### config.mk
export PLATFORM = sky130hd
export DESIGN_NAME = ftcmd_core
export DESIGN_NICKNAME = d
export VERILOG_FILES = /design/src/rtl/ftcmd_crc8.v /design/src/rtl/ftcmd_core.v
export VERILOG_INCLUDE_DIRS = /design/src /design/src/inc
export SDC_FILE = /design/constraint.sdc
export NUM_CORES = 1
export LEC_CHECK = 0
export BUFFER_PORTS_ARGS = -buffer_cell sky130_fd_sc_hd__buf_2
export CORE_UTILIZATION = 55
export DETAILED_ROUTE_END_ITERATION = 7
export PLACE_DENSITY = 0.79
export SYNTH_ARGS = -nofsm -noshare
export SYNTH_HDL_FRONTEND = slang
export SYNTH_HIERARCHICAL = 1
export SYNTH_SLANG_ARGS = --single-unit
### constraint.sdc
create_clock -name clk -period 6.6 [get_ports clk]
set_clock_uncertainty 0.05 [all_clocks]
set_input_delay 0.33 -clock clk [delete_from_list [all_inputs] [get_ports clk]]
set_output_delay 0.33 -clock clk [all_outputs]
set_load 0.05 [all_outputs]
### src/inc/ftcmd_defines.vh
// Constants for the filter table read, delete and clear command block
`ifndef FTCMD_DEFINES_VH
`define FTCMD_DEFINES_VH

// ----------------------------------------
// Packet framing
// ----------------------------------------
`define FTC_SYNC_BYTE 8'h55
`define FTC_PKT_COMMAND 8'h05
`define FTC_PKT_RESPONSE 8'h02
`define FTC_OPT_LEN_NONE 8'h00
`define FTC_HDR_BYTES 3'h4
`define FTC_CMD_CAPTURE 3'h7
`define FTC_ENTRY_BYTES 3'h5

// ----------------------------------------
// Command codes and return codes
// ----------------------------------------
`define FTC_READ_FILTERS_CMD 8'h0F
`define FTC_DELETE_FILTER_CMD 8'h0C
`define FTC_CLEAR_FILTERS_CMD 8'h0D
`define FTC_SUCCESS_CODE 8'h00
`define FTC_LEN_SHORT_CMD 16'h0001
`define FTC_LEN_DELETE_CMD 16'h0007

// ----------------------------------------
// Filter types and condition/action codes
// ----------------------------------------
`define FTC_TYPE_SRC_ID 8'h00
`define FTC_TYPE_TELEGRAM 8'h01
`define FTC_TYPE_SIGNAL 8'h02
`define FTC_TYPE_DST_ID 8'h03
`define FTC_ACT_FWD_FALSE 8'h00
`define FTC_ACT_FWD_TRUE 8'h80
`define FTC_ACT_REP_FALSE 8'h40
`define FTC_ACT_REP_TRUE 8'hC0

// ----------------------------------------
// Table size and checksum
// ----------------------------------------
`define FTC_MAX_FILTERS 8
`define FTC_CNT_W 4
`define FTC_CRC_POLY 8'h07
`define FTC_CRC_INIT 8'h00

`endif

### src/rtl/ftcmd_crc8.v
// One-byte step of the packet checksum
`timescale 1ns/100ps
module ftcmd_crc8 (
  input wire [7:0] crcIn,  // Running checksum
  input wire [7:0] dataIn, // Byte to fold in
  output reg [7:0] crcOut  // Updated checksum
);
`include "ftcmd_defines.vh"
  integer i;
  reg [7:0] c;
  always @* begin
    c = crcIn ^ dataIn;
    for (i = 0; i < 8; i = i + 1) begin
      if (c[7]) begin
        c = {c[6:0], 1'b0} ^ `FTC_CRC_POLY;
      end else begin
        c = {c[6:0], 1'b0};
      end
    end
    crcOut = c;
  end
endmodule // ftcmd_crc8

### src/rtl/ftcmd_core.v
// Filter table with read, delete and clear command handling over a byte packet link
`timescale 1ns/100ps
module ftcmd_core (
  input wire clk,              // 200 MHz clock
  input wire reset,            // Synchronous reset, active high
  input wire ce,               // Clock enable, freezes all state when low
  input wire [7:0] rxData,     // Command byte from the host link logic
  input wire rxValid,          // Command byte valid
  output reg rxReady_q,        // Command byte accepted
  output reg [7:0] txData_q,   // Response byte to the host link logic
  output reg txValid_q,        // Response byte valid
  input wire txReady,          // Link logic takes the response byte
  input wire addValid,         // Add one filter entry
  input wire [7:0] addType,    // Type of entry to add
  input wire [31:0] addValue,  // Value of entry to add
  input wire [7:0] addAction,  // Condition/action of entry to add
  output reg addReady_q,       // Entry add accepted
  output reg [3:0] filterCount_q // Entries currently held
);
`include "ftcmd_defines.vh"

  // ----------------------------------------
  // States
  // ----------------------------------------
  localparam [2:0] R_SYNC = 3'h0, R_HDR = 3'h1, R_HCRC = 3'h2, R_DATA = 3'h3, R_DCRC = 3'h4;
  localparam [1:0] T_IDLE = 2'h0, T_HDR = 2'h1, T_ENT = 2'h2, T_DCRC = 2'h3;

  // ----------------------------------------
  // Filter table
  // ----------------------------------------
  reg [7:0] typeMem [0:`FTC_MAX_FILTERS-1];
  reg [31:0] valueMem [0:`FTC_MAX_FILTERS-1];
  reg [7:0] actMem [0:`FTC_MAX_FILTERS-1];

  reg [2:0] rxState_q;
  reg [16:0] rxCnt_q;
  reg [7:0] rxCrc_q;
  reg [7:0] hdr_q [0:3];
  reg [7:0] cmd_q [0:6];
  reg exec_q;
  reg [1:0] txState_q;
  reg [2:0] txPos_q;
  reg [3:0] entIdx_q;
  reg [2:0] entByte_q;
  reg [7:0] txCrc_q;
  reg [7:0] txByte;
  reg txRestart;
  reg [3:0] hitIdx;
  reg hit;
  wire [7:0] rxCrcNext;
  wire [7:0] txCrcNext;
  wire [15:0] rxDataLen = {hdr_q[0], hdr_q[1]};
  wire [16:0] rxTotal = {1'b0, rxDataLen} + {9'h000, hdr_q[2]};
  wire rxTake = ce && rxReady_q && rxValid;
  wire txLoad = (txState_q != T_IDLE) && (!txValid_q || txReady);
  wire [15:0] respLen = 16'h0001 + {12'h000, filterCount_q} * 16'h0005;
  integer i, k;
  function entryMatch;
    input [7:0] t;
    input [31:0] v;
    input [7:0] a;
    input [7:0] tc;
    input [31:0] vc;
    input [7:0] ac;
    begin
      entryMatch = (t == tc) && (v == vc) && (a == ac);
    end
  endfunction
  ftcmd_crc8 rxCrcStep (
    .crcIn(((rxState_q == R_SYNC) || (rxState_q == R_HCRC)) ? `FTC_CRC_INIT : rxCrc_q),
    .dataIn(rxData),
    .crcOut(rxCrcNext)
  );
  ftcmd_crc8 txCrcStep (
    .crcIn(txRestart ? `FTC_CRC_INIT : txCrc_q),
    .dataIn(txByte),
    .crcOut(txCrcNext)
  );

  // ----------------------------------------
  // Command receiver
  // ----------------------------------------
  always @(posedge clk) begin
    if (reset) begin
      rxState_q <= R_SYNC;
      rxCnt_q <= 17'h00000;
      rxCrc_q <= `FTC_CRC_INIT;
      exec_q <= 1'b0;
      rxReady_q <= 1'b0;
    end else if (ce) begin
      exec_q <= 1'b0;
      // Link stays shut until the last response byte is taken, so a second read cannot restart it
      rxReady_q <= (txState_q == T_IDLE) && !txValid_q && !exec_q;
      if (rxTake) begin
        case (rxState_q)
          R_SYNC: begin
            if (rxData == `FTC_SYNC_BYTE) begin
              rxState_q <= R_HDR;
              rxCnt_q <= 17'h00000;
              rxCrc_q <= `FTC_CRC_INIT;
            end
          end
          R_HDR: begin
            hdr_q[rxCnt_q[1:0]] <= rxData;
            rxCrc_q <= rxCrcNext;
            rxCnt_q <= rxCnt_q + 17'h00001;
            if (rxCnt_q[1:0] == 2'h3) begin
              rxState_q <= R_HCRC;
            end
          end
          R_HCRC: begin
            rxCnt_q <= 17'h00000;
            rxCrc_q <= `FTC_CRC_INIT;
            if (rxData == rxCrc_q && rxTotal != 17'h00000) begin
              rxState_q <= R_DATA;
            end else begin
              rxState_q <= R_SYNC;
            end
          end
          R_DATA: begin
            if (rxCnt_q < {14'h0000, `FTC_CMD_CAPTURE}) begin
              cmd_q[rxCnt_q[2:0]] <= rxData;
            end
            rxCrc_q <= rxCrcNext;
            rxCnt_q <= rxCnt_q + 17'h00001;
            if (rxCnt_q == rxTotal - 17'h00001) begin
              rxState_q <= R_DCRC;
            end
          end
          // act only on a good data checksum
          default: begin
            rxState_q <= R_SYNC;
            exec_q <= (rxData == rxCrc_q) && (hdr_q[3] == `FTC_PKT_COMMAND) && (hdr_q[2] == `FTC_OPT_LEN_NONE);
          end
        endcase
      end
    end
  end

  // ----------------------------------------
  // Delete lookup
  // ----------------------------------------
  always @* begin
    hit = 1'b0;
    hitIdx = 4'h0;
    for (i = `FTC_MAX_FILTERS - 1; i >= 0; i = i - 1) begin
      if (i < filterCount_q && entryMatch(typeMem[i], valueMem[i], actMem[i],
          cmd_q[1], {cmd_q[2], cmd_q[3], cmd_q[4], cmd_q[5]}, cmd_q[6])) begin
        hit = 1'b1;
        hitIdx = i[3:0];
      end
    end
  end

  // ----------------------------------------
  // Table maintenance
  // ----------------------------------------
  always @(posedge clk) begin
    if (reset) begin
      filterCount_q <= 4'h0;
      addReady_q <= 1'b0;
    end else if (ce) begin
      // Adds wait out responses and finishing commands, so no accepted entry is lost
      addReady_q <= (txState_q == T_IDLE) && !exec_q && !addReady_q && addValid
        && (filterCount_q < `FTC_MAX_FILTERS) && !(rxTake && rxState_q == R_DCRC);
      if (exec_q && rxDataLen == `FTC_LEN_SHORT_CMD && cmd_q[0] == `FTC_CLEAR_FILTERS_CMD) begin
        filterCount_q <= 4'h0;
      end else if (exec_q && rxDataLen == `FTC_LEN_DELETE_CMD && cmd_q[0] == `FTC_DELETE_FILTER_CMD && hit) begin
        for (k = 0; k < `FTC_MAX_FILTERS - 1; k = k + 1) begin
          if (k >= hitIdx) begin
            typeMem[k] <= typeMem[k+1];
            valueMem[k] <= valueMem[k+1];
            actMem[k] <= actMem[k+1];
          end
        end
        filterCount_q <= filterCount_q - 4'h1;
      end else if (addReady_q) begin
        typeMem[filterCount_q[2:0]] <= addType;
        valueMem[filterCount_q[2:0]] <= addValue;
        actMem[filterCount_q[2:0]] <= addAction;
        filterCount_q <= filterCount_q + 4'h1;
      end
    end
  end

  // ----------------------------------------
  // Response byte selection
  // ----------------------------------------
  always @* begin
    txByte = 8'h00;
    txRestart = 1'b0;
    case (txState_q)
      T_HDR: begin
        case (txPos_q)
          3'h0: txByte = `FTC_SYNC_BYTE;
          3'h1: begin
            txByte = respLen[15:8];
            txRestart = 1'b1;
          end
          3'h2: txByte = respLen[7:0];
          3'h3: txByte = `FTC_OPT_LEN_NONE;
          3'h4: txByte = `FTC_PKT_RESPONSE;
          3'h5: txByte = txCrc_q;
          default: begin
            txByte = `FTC_SUCCESS_CODE;
            txRestart = 1'b1;
          end
        endcase
      end
      // type byte then value, high byte first
      T_ENT: begin
        case (entByte_q)
          3'h0: txByte = typeMem[entIdx_q[2:0]];
          3'h1: txByte = valueMem[entIdx_q[2:0]][31:24];
          3'h2: txByte = valueMem[entIdx_q[2:0]][23:16];
          3'h3: txByte = valueMem[entIdx_q[2:0]][15:8];
          default: txByte = valueMem[entIdx_q[2:0]][7:0];
        endcase
      end
      T_DCRC: txByte = txCrc_q;
      default: txByte = 8'h00;
    endcase
  end

  // ----------------------------------------
  // Response sender
  // ----------------------------------------
  always @(posedge clk) begin
    if (reset) begin
      txState_q <= T_IDLE;
      txPos_q <= 3'h0;
      entIdx_q <= 4'h0;
      entByte_q <= 3'h0;
      txCrc_q <= `FTC_CRC_INIT;
      txData_q <= 8'h00;
      txValid_q <= 1'b0;
    end else if (ce) begin
      if (txValid_q && txReady) begin
        txValid_q <= 1'b0;
      end
      if (txState_q == T_IDLE && exec_q && rxDataLen == `FTC_LEN_SHORT_CMD
          && cmd_q[0] == `FTC_READ_FILTERS_CMD) begin
        txState_q <= T_HDR;
        txPos_q <= 3'h0;
        entIdx_q <= 4'h0;
        entByte_q <= 3'h0;
      end else if (txLoad) begin
        txData_q <= txByte;
        txValid_q <= 1'b1;
        if (txState_q != T_DCRC && !(txState_q == T_HDR && txPos_q == 3'h5)) begin
          txCrc_q <= txCrcNext;
        end
        case (txState_q)
          T_HDR: begin
            txPos_q <= txPos_q + 3'h1;
            if (txPos_q == 3'h6) begin
              txState_q <= (filterCount_q == 4'h0) ? T_DCRC : T_ENT;
            end
          end
          T_ENT: begin
            if (entByte_q == `FTC_ENTRY_BYTES - 3'h1) begin
              entByte_q <= 3'h0;
              entIdx_q <= entIdx_q + 4'h1;
              if (entIdx_q == filterCount_q - 4'h1) begin
                txState_q <= T_DCRC;
              end
            end else begin
              entByte_q <= entByte_q + 3'h1;
            end
          end
          default: txState_q <= T_IDLE;
        endcase
      end
    end
  end
endmodule // ftcmd_core

Yosys cells after proc, flatten, opt, wreduce, memory -nomap -nowiden
Memory sizes are Yosys's and may differ from the RTL's. A register that Yosys moved wholly into a read port is not among the register bits.
Cells that the tools add are included.
{ "op_classes": {"addsub": 9, "multipliers": 1, "n_lt_le_gt_ge": 17, "n_eq_ne": 59, "mux": 146, "n_bitwise": 19, "n_reduce_logical": 85} }
{ "ops": {"columns": ["operator", "count"], "rows": [
  ["equality test 32 bit", 8],
  ["equality test 8 bit", 17],
  ["two-way mux 3 bit", 34],
  ["two-way mux 1 bit", 78],
  ["two-way mux 4 bit", 14],
  ["case mux 17 bit (3 select lines)", 1],
  ["logical AND 1 bit", 49],
  ["NOT 3 bit", 16],
  ["case mux 8 bit (3 select lines)", 2],
  ["two-way mux 8 bit", 5],
  ["case mux 8 bit (5 select lines)", 1],
  ["two-way mux 32 bit", 1],
  ["case mux 8 bit (4 select lines)", 1],
  ["OR reduction 32 bit", 1],
  ["equality test 8 x 4 -> 1 bit (second input constant)", 3],
  ["equality test 3 x 2 -> 1 bit (second input constant)", 6],
  ["adder 16 x 8 -> 17 bit", 1],
  ["adder 17 x 1 -> 17 bit (second input constant)", 1],
  ["equality test 17 bit", 1],
  ["less-than comparator 17 x 3 -> 1 bit (second input constant)", 1],
  ["two-way mux 17 bit", 1],
  ["nonzero test 17 bit", 1],
  ["subtractor 17 x 1 -> 17 bit (second input constant)", 1],
  ["equality test 16 x 1 -> 1 bit (second input constant)", 1],
  ["45 further kinds", 91]
]} }
{ "word_totals": {"regBits": 64, "mem_bits_rw": 472, "input_bits": 62, "output_inout_bits": 15, "wordCells": 355, "memories": 5} }
{ "mem_list": {"columns": ["memory", "words", "width", "rd", "rd_ports_with_merged_regs", "write_ports", "line", "rtl"], "rows": [
  ["valueMem", 8, 32, 9, 1, 7, "ftcmd_core.v:32", "reg [31:0] valueMem [0:`FTC_MAX_FILTERS-1];"],
  ["actMem", 8, 8, 8, 0, 7, "ftcmd_core.v:33", "reg [7:0] actMem [0:`FTC_MAX_FILTERS-1];"],
  ["typeMem", 8, 8, 9, 1, 7, "ftcmd_core.v:31", "reg [7:0] typeMem [0:`FTC_MAX_FILTERS-1];"],
  ["cmd_q", 7, 8, 7, 0, 1, "ftcmd_core.v:39", "reg [7:0] cmd_q [0:6];"],
  ["hdr_q", 4, 8, 4, 0, 1, "ftcmd_core.v:38", "reg [7:0] hdr_q [0:3];"]
]} }

Depth between registers and ports, before layout
Gate-level depths: netlist of run 1.
{ "logic_depth": {"word_depth": 22, "mapped_depth": 17, "mapped_depth_nobuf": 14} }

Cells and area by module
The synthesis of run 1 kept the hierarchy.
{ "by_module_without_submodules": {"columns": ["mod", "instances", "cells_each", "area_each_um2", "seq_area_each_um2"], "rows": [
  ["ftcmd_core", 1, 2470, 30981.0, 15514.9],
  ["ftcmd_crc8", 2, 21, 183.9, 0.0]
]} }

Worst setup path before layout of run 1
No wires, ideal clock.
{ "synth_path": {"kind": "reg-to-reg", "from": "register filterCount_q[1]", "to": "memory actMem[3][0], enable pin", "setup_time_ns": 0.520, "arrival_ns": 5.489, "required_time_ns": 6.030, "path_slack_ns": 0.541, "path_stages_with_launch": 10, "path_buffers": 1, "period_less_slack_ns": 6.059, "cell_sequence": "dfxtp_1 buf_2 inv_1 ha_1 a211o_1 nor4_1 nand4_1 o21ai_1 nor3_1 o21ai_0"} }
{ "synth_lines": {"columns": ["item", "line", "rtl"], "rows": [
  ["from (decl)", "ftcmd_core.v:18", "output reg [3:0] filterCount_q"],
  ["from (signal assigned)", "ftcmd_core.v:176", "filterCount_q <= filterCount_q - 4'h1;"],
  ["from (signal assigned)", "ftcmd_core.v:181", "filterCount_q <= filterCount_q + 4'h1;"],
  ["to (decl)", "ftcmd_core.v:33", null]
]} }

==> results of run 1 <==
## metal layers
| layer | GRT usage (%) | vias to the layer above | routed length [um] |
|---|---|---|---|
| met1 | 55.2 | 11485 | 44300 |
| met3 | 12.2 | 310 | 15900 |
| met5 | 0 | - | 67 |
| met2 | 58.5 | 1704 | 49500 |
| li1 | - | 9467 | - |
| met4 | 17.9 | 10 | 5980 |
## Yosys cell counts, types with 9 or more instances
master / n / area share (%)
edfxtp_1: 472 / 45
xnor2_1: 291 / 8.1
mux2_2: 236 / 8.5
xor2_1: 192 / 5.4
nand2_1: 134 / 1.6
nor2_1: 99 / 1.2
o21ai_0: 90 / 1.4
mux4_2: 80 / 5.7
mux2i_1: 76 / 2.4
buf_2: 74 / 1.2
nand4_1: 74 / 1.5
dfxtp_1: 67 / 4.3
inv_1: 67 / 0.80
nor4_1: 61 / 1.2
clkbuf_1: 55 / 0.66
a21oi_1: 46 / 0.73
nand3_1: 39 / 0.62
ha_1: 38 / 1.5
nor3_1: 35 / 0.56
nor2b_1: 22 / 0.44
and3_1: 16 / 0.32
o22ai_1: 15 / 0.30
or3_1: 12 / 0.24
a22oi_1: 11 / 0.26
buf_1: 10 / 0.12
o221ai_1: 10 / 0.28
a31oi_1: 9 / 0.18
buf_4: 9 / 0.22
buf_6: 9 / 0.32
mux2_4: 9 / 0.43
nand2b_1: 9 / 0.18
o211ai_1: 9 / 0.22
## cell type report
| cell class | instances | area [um^2] |
|---|---|---|
| fillers | 4465 | 22000 |
| diodes | 4 | 10.0 |
| clock buffers | 80 | 1610 |
| multi-input cells | 1749 | 14900 |
| well taps | 756 | 946 |
| flip-flops and latches | 539 | 15500 |
| repair buffers | 143 | 1020 |
| inverters | 67 | 251 |
| clock inverters | 27 | 191 |
## worst max-delay path: stages, from the launching register on
cell	delay (ns)
dfxtp_1	0.48
inv_1	0.29
ha_1	0.24
nor2_1	0.06
o31ai_1	0.53
nor4_1	0.17
nand4_1	0.18
o21ai_1	0.17
nor4_1	0.79
a31o_2	0.43
and2_4	0.50
buf_4	0.61
nand2_2	0.10
buf_4	0.30
o21ai_4	0.10
buf_4	0.78
## through the flow
step / instances / util (%) / hold WS, ns / worst slack (ns)
after global placement: 3221 / 57.2 / 0.419 / 0.582
after detailed placement: 3221 / 57.2 / 0.432 / 0.549
after global routing: 3361 / 61.0 / 0.0145 / 0.270
after floorplan: 2512 / - / 0.379 / 0.541
after CTS: 3361 / 61.0 / 0.00525 / 0.522
final: 3365 / 61.0 / 0.0163 / 0.366
## state kept, by name (all words and copies together), names as in the netlist, 4 cells and up, named ones only
name / flops
valueMem: 256
actMem: 64
typeMem: 64
cmd_q: 56
hdr_q: 32
rxCnt_q: 17
rxCrc_q: 8
txCrc_q: 8
txData_q: 8
entIdx_q: 4
filterCount_q: 4
## cell families after synthesis
group,after synthesis
mux,408
fa+ha+maj,39
buf+inv,224
simple gates,557
flops,539
compound gates,262
xor+xnor,483
## how the worst max path moves through the flow
stage / slack, ns / from / depth (start not counted) / to
CTS: 0.52 / filterCount_q[0] / 15 / valueMem[0][26]
detailed placement: 0.55 / filterCount_q[0] / 15 / actMem[0][4]
global route: 0.27 / filterCount_q[0] / 15 / valueMem[0][26]
finish: 0.37 / filterCount_q[0] / 15 / valueMem[0][19]
floorplan: 0.54 / filterCount_q[1] / 9 / actMem[3][0]
global placement: 0.58 / filterCount_q[0] / 15 / valueMem[0][5]
## power by group
group	internal, uW	total [uW]	switching (uW)
clock network	1770	3170	1400
registers	3670	3680	7.87
logic	65.9	178	112
total	5510	7030	1520
==> impl_results.md, run 1 <==
- Outcome: complete, no violations
- CP max FO: 48
- CTS tree: done
- Worst skew pair latency: between 0.6 and 0.7 ns
- Register area share after synthesis: 49.5%
- Worst Tran Pin Value: 1.41 ns
- Port bufs: 76
- Max cap viols: 0
- Number of global-route vias before repair: around 22000
- Final setup viols: 0
- Syn_nets: 2613
- WL/cell: 34.4 um
- Post-CTS Setup Inserts: 0
- Row count: slightly below 90
- Hold_buf cts: 33
- DIE WIDTH: ~240 um
- Initial Utilization: a little under three fifths
- CORE AREA: 56400 um^2
- Worst VDD drop: 0.000199 V
- RSZ-0062 raised after global routing: false
- WS Path Type: reg -> reg
- Async set-or-reset flop fraction in the synthesized netlist: 0%
- Detail Route Antenna Nets: 0
- 1st-iter DRT viols: between 3000 and 4000
- Fin crit period: 6.23 ns
- Pleak: 0.0114 uW
- Multiplexer share of the synthesized area: 17.3%
- Die area: 58000 um^2
- CTS root buffer: clkbuf_16
- Total gr overflow: 0
- Max clock buf depth: 3
- PwrDens: 204 nW/um^2
- Startpoint of the worst hold path: addValue[2]
- Final nets: 2660
- Pwr Total: 7030 uW
- Most frequent cells in the layout: 472 x edfxtp_1, 291 x xnor2_1, 236 x mux2_2
- Largest net degree at the start of global routing: 73
- Total global-route track usage: between 40 and 50%
- Post-DR vias/cell: 6.83
- Post-CTS sizing: 0
- Avg Inst Size Synth: 12.5 um^2
- Post-route cell area: 34400 um^2
- Seq cells post-synth: 539
- Final period util: a little over nine tenths
- Reg2Reg Launch Point: filterCount_q[0]
- Hold Path Cell Cnt: 2
- Post-DP Area: 32300 um^2
- Reg clk slew, reported paths: roughly 0.060 ns
- DP HPWL: 83400 um
- Num ports: 77
- Synth warnings: 6
- Synth Area in Adders: roughly 1.6%
- DRT Pass-1 Iters: 6
- GPL Wtd Cong: 1.12
- R2r worst-path depth: 15
- Share of post-route cells with drive strength above 1: about a fifth
- Post-synth cell types: 84
- Hold endpoint: valueMem[0][2]
- Worst R2R End: valueMem[0][19]
- First-pass GRT wire length: 162000 um
- Worst min-delay path class: in -> reg
- Die extent in y: 241 um
- Post-synthesis xor/xnor area fraction: between 10% and 20%
- Crit end category: flop
- Fin Setup TNS: 0 ns
- CTS Buf Count: roughly 60
- Layout Area Growth over Synthesis: 9.77%
- Clk sinks: 539
- Worst EP arrival: ~6.4 ns
- Synth Area in Simple Gates: 9.36%
- Compound-Gate Fraction of Synth Area: 5.44%
- Max Slew Vio Count: 0
- Commonest non-fill, non-tap cell in the layout: edfxtp_1
- Internal reg-to-reg setup slack: ~0.37 ns
- Primary FF master, synth: edfxtp_1
- Post-Syn Area: 31300 um^2
- Residual DRC: 0
- Slew margin rel.: 5.47%
- Final number of hold-violating endpoints: 0
- Vias: between 20000 and 25000
- H-Tree Depth: 2
- Synth Instances: around 2500
- Startpoint Class: flop
- Worst Path Required: 6.80 ns
- Largest family of logic cells by synthesized area: multiplexers
- FMAX: 160 MHz
- Initial antenna violation count: 11
- Final wirelength: 116000 um
- Number of synthesized flops with an enable pin: 472
Power figures use the tool's default switching activity.
==> run 2: changes to the inputs <==
CORE_UTILIZATION = 30   (was 55)
PLACE_DENSITY = 0.51   (was 0.79)
==> run 2 against run 1 <==
Compared with the run above:
- sequential power barely moved
- combinational power hardly changed
- setup slack better by 0.18 ns
- clock-buffer cell count grew 9
- cell count up 18%
- wire length increased by 9.2%
- clock power increased by 10%
- non-clock buffer count fell by 9
- register-to-register slack better by 0.18 ns
- critical path type unchanged
- largest power group unchanged
- highest routed layer unchanged
==> impl_results.md, run 2 (synthesized netlist as in run 1, its figures left out) <==
- Largest net degree at the start of global routing: 73 (unchanged)
- Setup ws final: 0.541 ns (+0.175 ns)
- Slew margin rel.: 24.5% (+19 points)
- R2r worst-path depth: 13 (-2)
- Hold Path Cell Cnt: 2 (unchanged)
- Pleak: 0.0115 uW (+0.89%)
- Layout Area Growth over Synthesis: 12.8%
- Final nets: 2658 (-0.075%)
- Largest register FFs: 256 (unchanged)
- Detail Route Antenna Nets: 0 (unchanged)
- PwrDens: 208 nW/um^2 (+1.7%)
- Initial antenna violation count: 12 (+1)
- CTS Buf Count: 66 (+12%)
- Max Slew Vio Count: 0 (unchanged)
- FMAX: 165 MHz (+2.9%)
- Reg clk slew, reported paths: 0.06 ns (about the same)
- Post-place setup slack: 0.496 ns (-0.0532 ns)
- WL/cell: 31.7 um (-7.8%)
- Residual DRC: 0 (unchanged)
- Post-route cell area: 35400 um^2 (+2.8%)
- Share of post-route cells with drive strength above 1: 22.1% (+0.73 points)
- Worst VDD drop: 0.000144 V (-28%)
- Hold endpoint: typeMem[0][3]
- Number of global-route vias before repair: 21808 (+1.3%)
- Final period util: 91.8% (-2.7 points)
- CP bufs+invs: 2 (-2)
- Startpoint Class: flop
- Most flop-heavy register: valueMem
- Initial Utilization: 30.3% (-25 points)
- Max clock buf depth: 3 (unchanged)
- Worst R2R End: valueMem[0][19]
- Final setup viols: 0 (unchanged)
- CTS root buffer: clkbuf_16
- CP delay by family, top: simple AND/OR/NAND/NOR gates
- Die extent in y: 325 um (+35%)
- DRT Pass-1 Iters: 6 (unchanged)
- WS Path Type: reg -> reg
- 1st-iter DRT viols: 2910 (-25%)
- Antenna cells: 0 (-4)
- Port bufs: 76 (unchanged)
- Worst Tran Pin Value: 1.13 ns (-0.282 ns)
- Internal reg-to-reg setup slack: 0.54 ns (+0.18 ns)
- CORE AREA: 103000 um^2 (+84%)
- Row count: 118 (+36%)
- Biggest registers after layout: valueMem (256), actMem (64), typeMem (64)
- Worst path slowest cell: nor4_1
- Post-CTS sizing: 0 (unchanged)
- DIE WIDTH: 325 um (+35%)
- CTS tree: done
- Pwr Total: 7340 uW (+4.5%)
- GPL Wtd Cong: 1.05 (-6.7%)
- Final wirelength: 126000 um (+9.2%)
- First-pass GRT wire length: 176000 um (+8.4%)
- Worst skew pair latency: 0.64 ns (about the same)
- Final number of hold-violating endpoints: 0 (unchanged)
- Final Non-Filler Cells: 3985 (+18%)
- Commonest non-fill, non-tap cell in the layout: edfxtp_1
- Crit path top cell by count: nor4_1
- Placed cells: 3854 (+20%)
- Crit end category: flop
- Fin Setup TNS: 0 ns (unchanged)
- Total global-route track usage: 23.4% (-17 points)
- Max cap viols: 0 (unchanged)
- Fin crit period: 6.06 ns (-0.175 ns)
- Most frequent cells in the layout: 472 x edfxtp_1, 291 x xnor2_1, 236 x mux2_2
- Clk sinks: 539 (unchanged)
- Worst min-delay path class: in -> reg
- DP HPWL: 91800 um (+10%)
- RSZ-0062 raised after global routing: false
- Reg2Reg Launch Point: filterCount_q[0]
- Worst Path Required: 6.79 ns (about the same)
- Post-DP Area: 33200 um^2 (+2.9%)
- Total gr overflow: 0 (unchanged)
- Worst EP arrival: 6.25 ns (-0.18 ns)
- Post-DR vias/cell: 5.65 (-17%)
- Outcome: complete, no violations
- CP max FO: 32 (-33%)
- Die area: 106000 um^2 (+83%)
- Vias: 22515 (-2.0%)
- Crit path largest cell delay: 0.85 ns (+0.06 ns)
- Critical path, cell by cell: inv_1 > ha_1 > nor2_1 > o31ai_1 > nor4_1 > nand4_1 > o21ai_1 > nor4_1 > a31o_2 > and2_4 > nand2_2 > o21ai_4 > buf_4
- H-Tree Depth: 3 (+1)
- Startpoint of the worst hold path: addType[3]
- Num ports: 77 (unchanged)
==> run 2: changes by cell type in the layout (fill, tap and decap cells not counted), sizes merged <==
cell         change
bufinv           -1
clkinvlp         +1
clkbuf           +9
dlygate4sd3     -18
buf              +9
diode            -4
==> run 2: cell type report <==
type | instances | area, um^2
multi-input cells | 1749 | 14900
well taps | 1380 | 1730
flip-flops and latches | 539 | 15500
clock inverters | 27 | 173
clock buffers | 89 | 1830
inverters | 67 | 251
fillers | 10110 | 68100
repair buffers | 134 | 978
==> run 2: worst max-delay path by stage <==
stage | from | end | slack [ns] | cells after the start
2_1_floorplan | filterCount_q[1] | actMem[3][0] | 0.54 | 9
3_3_place_gp | filterCount_q[0] | valueMem[0][10] | 0.52 | 13
3_5_place_dp | filterCount_q[0] | valueMem[0][10] | 0.50 | 13
4_1_cts | filterCount_q[0] | valueMem[0][13] | 0.47 | 13
5_1_grt | filterCount_q[0] | valueMem[0][26] | 0.33 | 13
6_report | filterCount_q[0] | valueMem[0][19] | 0.54 | 13
==> run 2: power by group <==
group | internal (uW) | switching [uW]
clock network | 1990 | 1500
logic | 60.5 | 117
registers | 3670 | 7.31
total | 5720 | 1620
==> run 2: stage by stage <==
step / hold slack [ns] / utilization (%)
final: 0.0167 / 34.2
after global routing: 0.0205 / 34.2
after CTS: 0.00118 / 34.2
after detailed placement: 0.433 / 32.1
after global placement: 0.425 / 32.1
after floorplan: 0.379 / -
==> run 2: repair_timing <==
action	CTS	global route
buffers inserted	0	0
hold buffers	15	0
hold endpoints to repair	15	0
endpoints found under the setup margin	0	0
==> run 2: routing by layer <==
layer,wire length [um],track usage (%),vias up
met5,33,0,-
met4,5280,9.53,6
met3,11200,4.27,243
met2,56400,35.9,1154
met1,53600,32.5,11662
li1,-,-,9450
==> run 3: changes to the inputs <==
clock period = 7.8 ns   (was 6.6 ns; I/O delays follow)
==> run 3 against run 2 <==
Compared with the run above:
- total power decreased by 11%
- core utilization about the same
- cell count decreased by 0.35%
- final area decreased by 0.14%
- critical path type unchanged
- largest cell class unchanged
- non-clock buffer count decreased by 20
- wire length decreased by 1.4%
- die area unchanged
- clock power decreased by 6.3%
==> impl_results.md, run 3 (synthesized netlist as in run 1, its figures left out) <==
- CORE AREA: 103000 um^2 (unchanged)
- Worst Path Required: 8.06 ns (+1.27 ns)
- Worst EP arrival: 6.09 ns (-0.16 ns)
- Worst min-delay path class: in -> reg
- Crit end category: flop
- CTS root buffer: clkbuf_16
- Num ports: 77 (unchanged)
- Worst VDD drop: 0.000127 V (-12%)
- Reg clk slew, reported paths: 0.07 ns (about the same)
- Sequential Power Share: 47.7% (-2.4 points)
- Clock share of power: 50.1% (+2.6 points)
- Layout Area Growth over Synthesis: 12.7%
- Final setup viols: 0 (unchanged)
- Area occupied by multi-input gates: 14900 um^2 (about the same)
- Residual DRC: 0 (unchanged)
- Reg2Reg Launch Point: filterCount_q[0]
- PwrDens: 185 nW/um^2 (-11%)
- Detail Route Antenna Nets: 0 (unchanged)
- DRT Pass-1 Iters: 5 (-1)
- Utilization after layout: 34.1% (-0.048 points)
- Final wirelength: 125000 um (-1.4%)
- Startpoint of the worst hold path: addValue[31]
- Worst R2R End: valueMem[7][28]
- Hold endpoint: valueMem[0][31]
- Metal2 WL: 54700 um (-3.0%)
- Outcome: complete, no violations
- CTS tree: done
- Final number of hold-violating endpoints: 0 (unchanged)
- DP HPWL: 91800 um (about the same)
- DIE WIDTH: 325 um (unchanged)
- H-Tree Depth: 3 (unchanged)
- Total global-route track usage: 23.1% (-0.35 points)
- Worst skew pair latency: 0.64 ns (about the same)
- Largest register FFs: 256 (unchanged)
- Commonest non-fill, non-tap cell in the layout: edfxtp_1
- Most flop-heavy register: valueMem
- Post-CTS Setup Inserts: 0 (unchanged)
- RSZ-0062 raised after global routing: false
- Vias: 22245 (-1.2%)
- 1st-iter DRT viols: 3073 (+5.6%)
- Largest net degree at the start of global routing: 49 (-33%)
- Final period util: 74.7% (-17 points)
- Share of post-route cells with drive strength above 1: 22.6% (+0.55 points)
- Internal reg-to-reg setup slack: 1.97 ns (+1.43 ns)
- Number of global-route vias before repair: 21367 (-2.0%)
- Net Sw Frac: 21.9% (-0.22 points)
- Initial Utilization: 30.3% (unchanged)
- CP max FO: 36 (+13%)
- Port bufs: 76 (unchanged)
- Worst Tran Pin Value: 1.28 ns (+0.148 ns)
- Net switching power: 1430 uW (-12%)
- Number of fill cells: 10042 (-0.67%)
- FMAX: 172 MHz (+3.9%)
- GPL Wtd Cong: 1.06 (+0.71%)
- WL met1: 54100 um (+0.87%)
- Clk sinks: 539 (unchanged)
- Initial antenna violation count: 6 (-6)
- Row count: 118 (unchanged)
- Biggest registers after layout: valueMem (256), actMem (64), typeMem (64)
- P_int: 5100 uW (-11%)
- Worst hold margin: 0.0568 ns (+0.0401 ns)
- Fin Setup TNS: 0 ns (unchanged)
- Met3 wire length: 10500 um (-5.8%)
- Max Slew Vio Count: 0 (unchanged)
- Hold_buf cts: 0 (-15)
- Hold Path Cell Cnt: 2 (unchanged)
- Post-DR vias/cell: 5.60 (-0.85%)
- Startpoint Class: flop
- Most frequent cells in the layout: 472 x edfxtp_1, 291 x xnor2_1, 236 x mux2_2
- Die extent in y: 325 um (unchanged)
- Die area: 106000 um^2 (unchanged)
- Max cap viols: 0 (unchanged)
- Combinational fraction of design power: 2.2% (-0.2 points)
- First-pass GRT wire length: 173000 um (-1.7%)
- Reg area: 15500 um^2 (unchanged)
- R2r worst-path depth: 12 (-1)
- Max layer used: met5
- Slew margin rel.: 14.7% (-9.8 points)
- Pleak: 0.0115 uW (about the same)
- Final nets: 2638 (-0.75%)
- CTS Buf Count: 66 (unchanged)
- Max clock buf depth: 3 (unchanged)
- Fin crit period: 5.83 ns (-0.230 ns)
- WL/cell: 31.4 um (-1.1%)
- WS Path Type: reg -> reg
- Post-CTS sizing: 0 (unchanged)
- Total gr overflow: 0 (unchanged)
==> run 3: power by group through the flow <==
stage               Sequential, uW  Clock (uW)  Combinational (uW)
floorplan                     3180           0                60.0
global placement              3170           0                 142
detailed placement            3170           0                 143
CTS                           3110        3310                 144
global route                  3110        3410                 149
finish                        3110        3270                 143
==> run 3: how the worst max path moves through the flow <==
stage,startpoint,endpoint,slack (ns)
after floorplan,filterCount_q[1],actMem[3][0],1.74
after global placement,filterCount_q[0],valueMem[7][7],2.14
after detailed placement,filterCount_q[0],valueMem[7][5],2.09
after CTS,filterCount_q[0],valueMem[7][26],2.02
after global routing,filterCount_q[0],valueMem[7][28],1.88
final,filterCount_q[0],valueMem[7][28],1.97
==> run 3: routing by layer <==
metal	track usage, %	vias up
met5	0	-
met4	9.81	6
met3	4.31	239
met2	34.7	1193
met1	32.3	11398
li1	-	9409
==> run 3: final cells by class <==
| type | count | area share, % |
|---|---|---|
| Sequential cell | 539 | 44.0 |
| Clock buffer | 80 | 5.18 |
| Timing Repair Buffer | 114 | 1.92 |
| Multi-Input combinational cell | 1749 | 42.1 |
| Tap cell | 1380 | 4.89 |
| Clock inverter | 41 | 1.20 |
| Antenna cell | 1 | 0.00709 |
| Inverter | 67 | 0.712 |
==> run 3: critical path: stages (launching register included) <==
cell,delay [ns]
dfxtp_1,0.48
inv_1,0.27
ha_1,0.25
nor2_1,0.06
o31ai_1,0.39
nor4_1,0.10
nand4_1,0.13
o21ai_1,0.14
nor4_1,0.93
a31o_2,0.44
and2_4,0.65
and4_2,1.21
buf_4,0.37
==> run 3: stage by stage <==
stage                     std cells  power [uW]  area [um^2]  worst slack (ns)
final                          3971        6520        35300              1.97
after global placement         3849        3320        33100              2.14
after CTS                      3970        6570        35300              2.02
after global routing           3970        6670        35300              1.88
after floorplan                2512        3240        31300              1.74
after detailed placement       3849        3320        33100              2.09
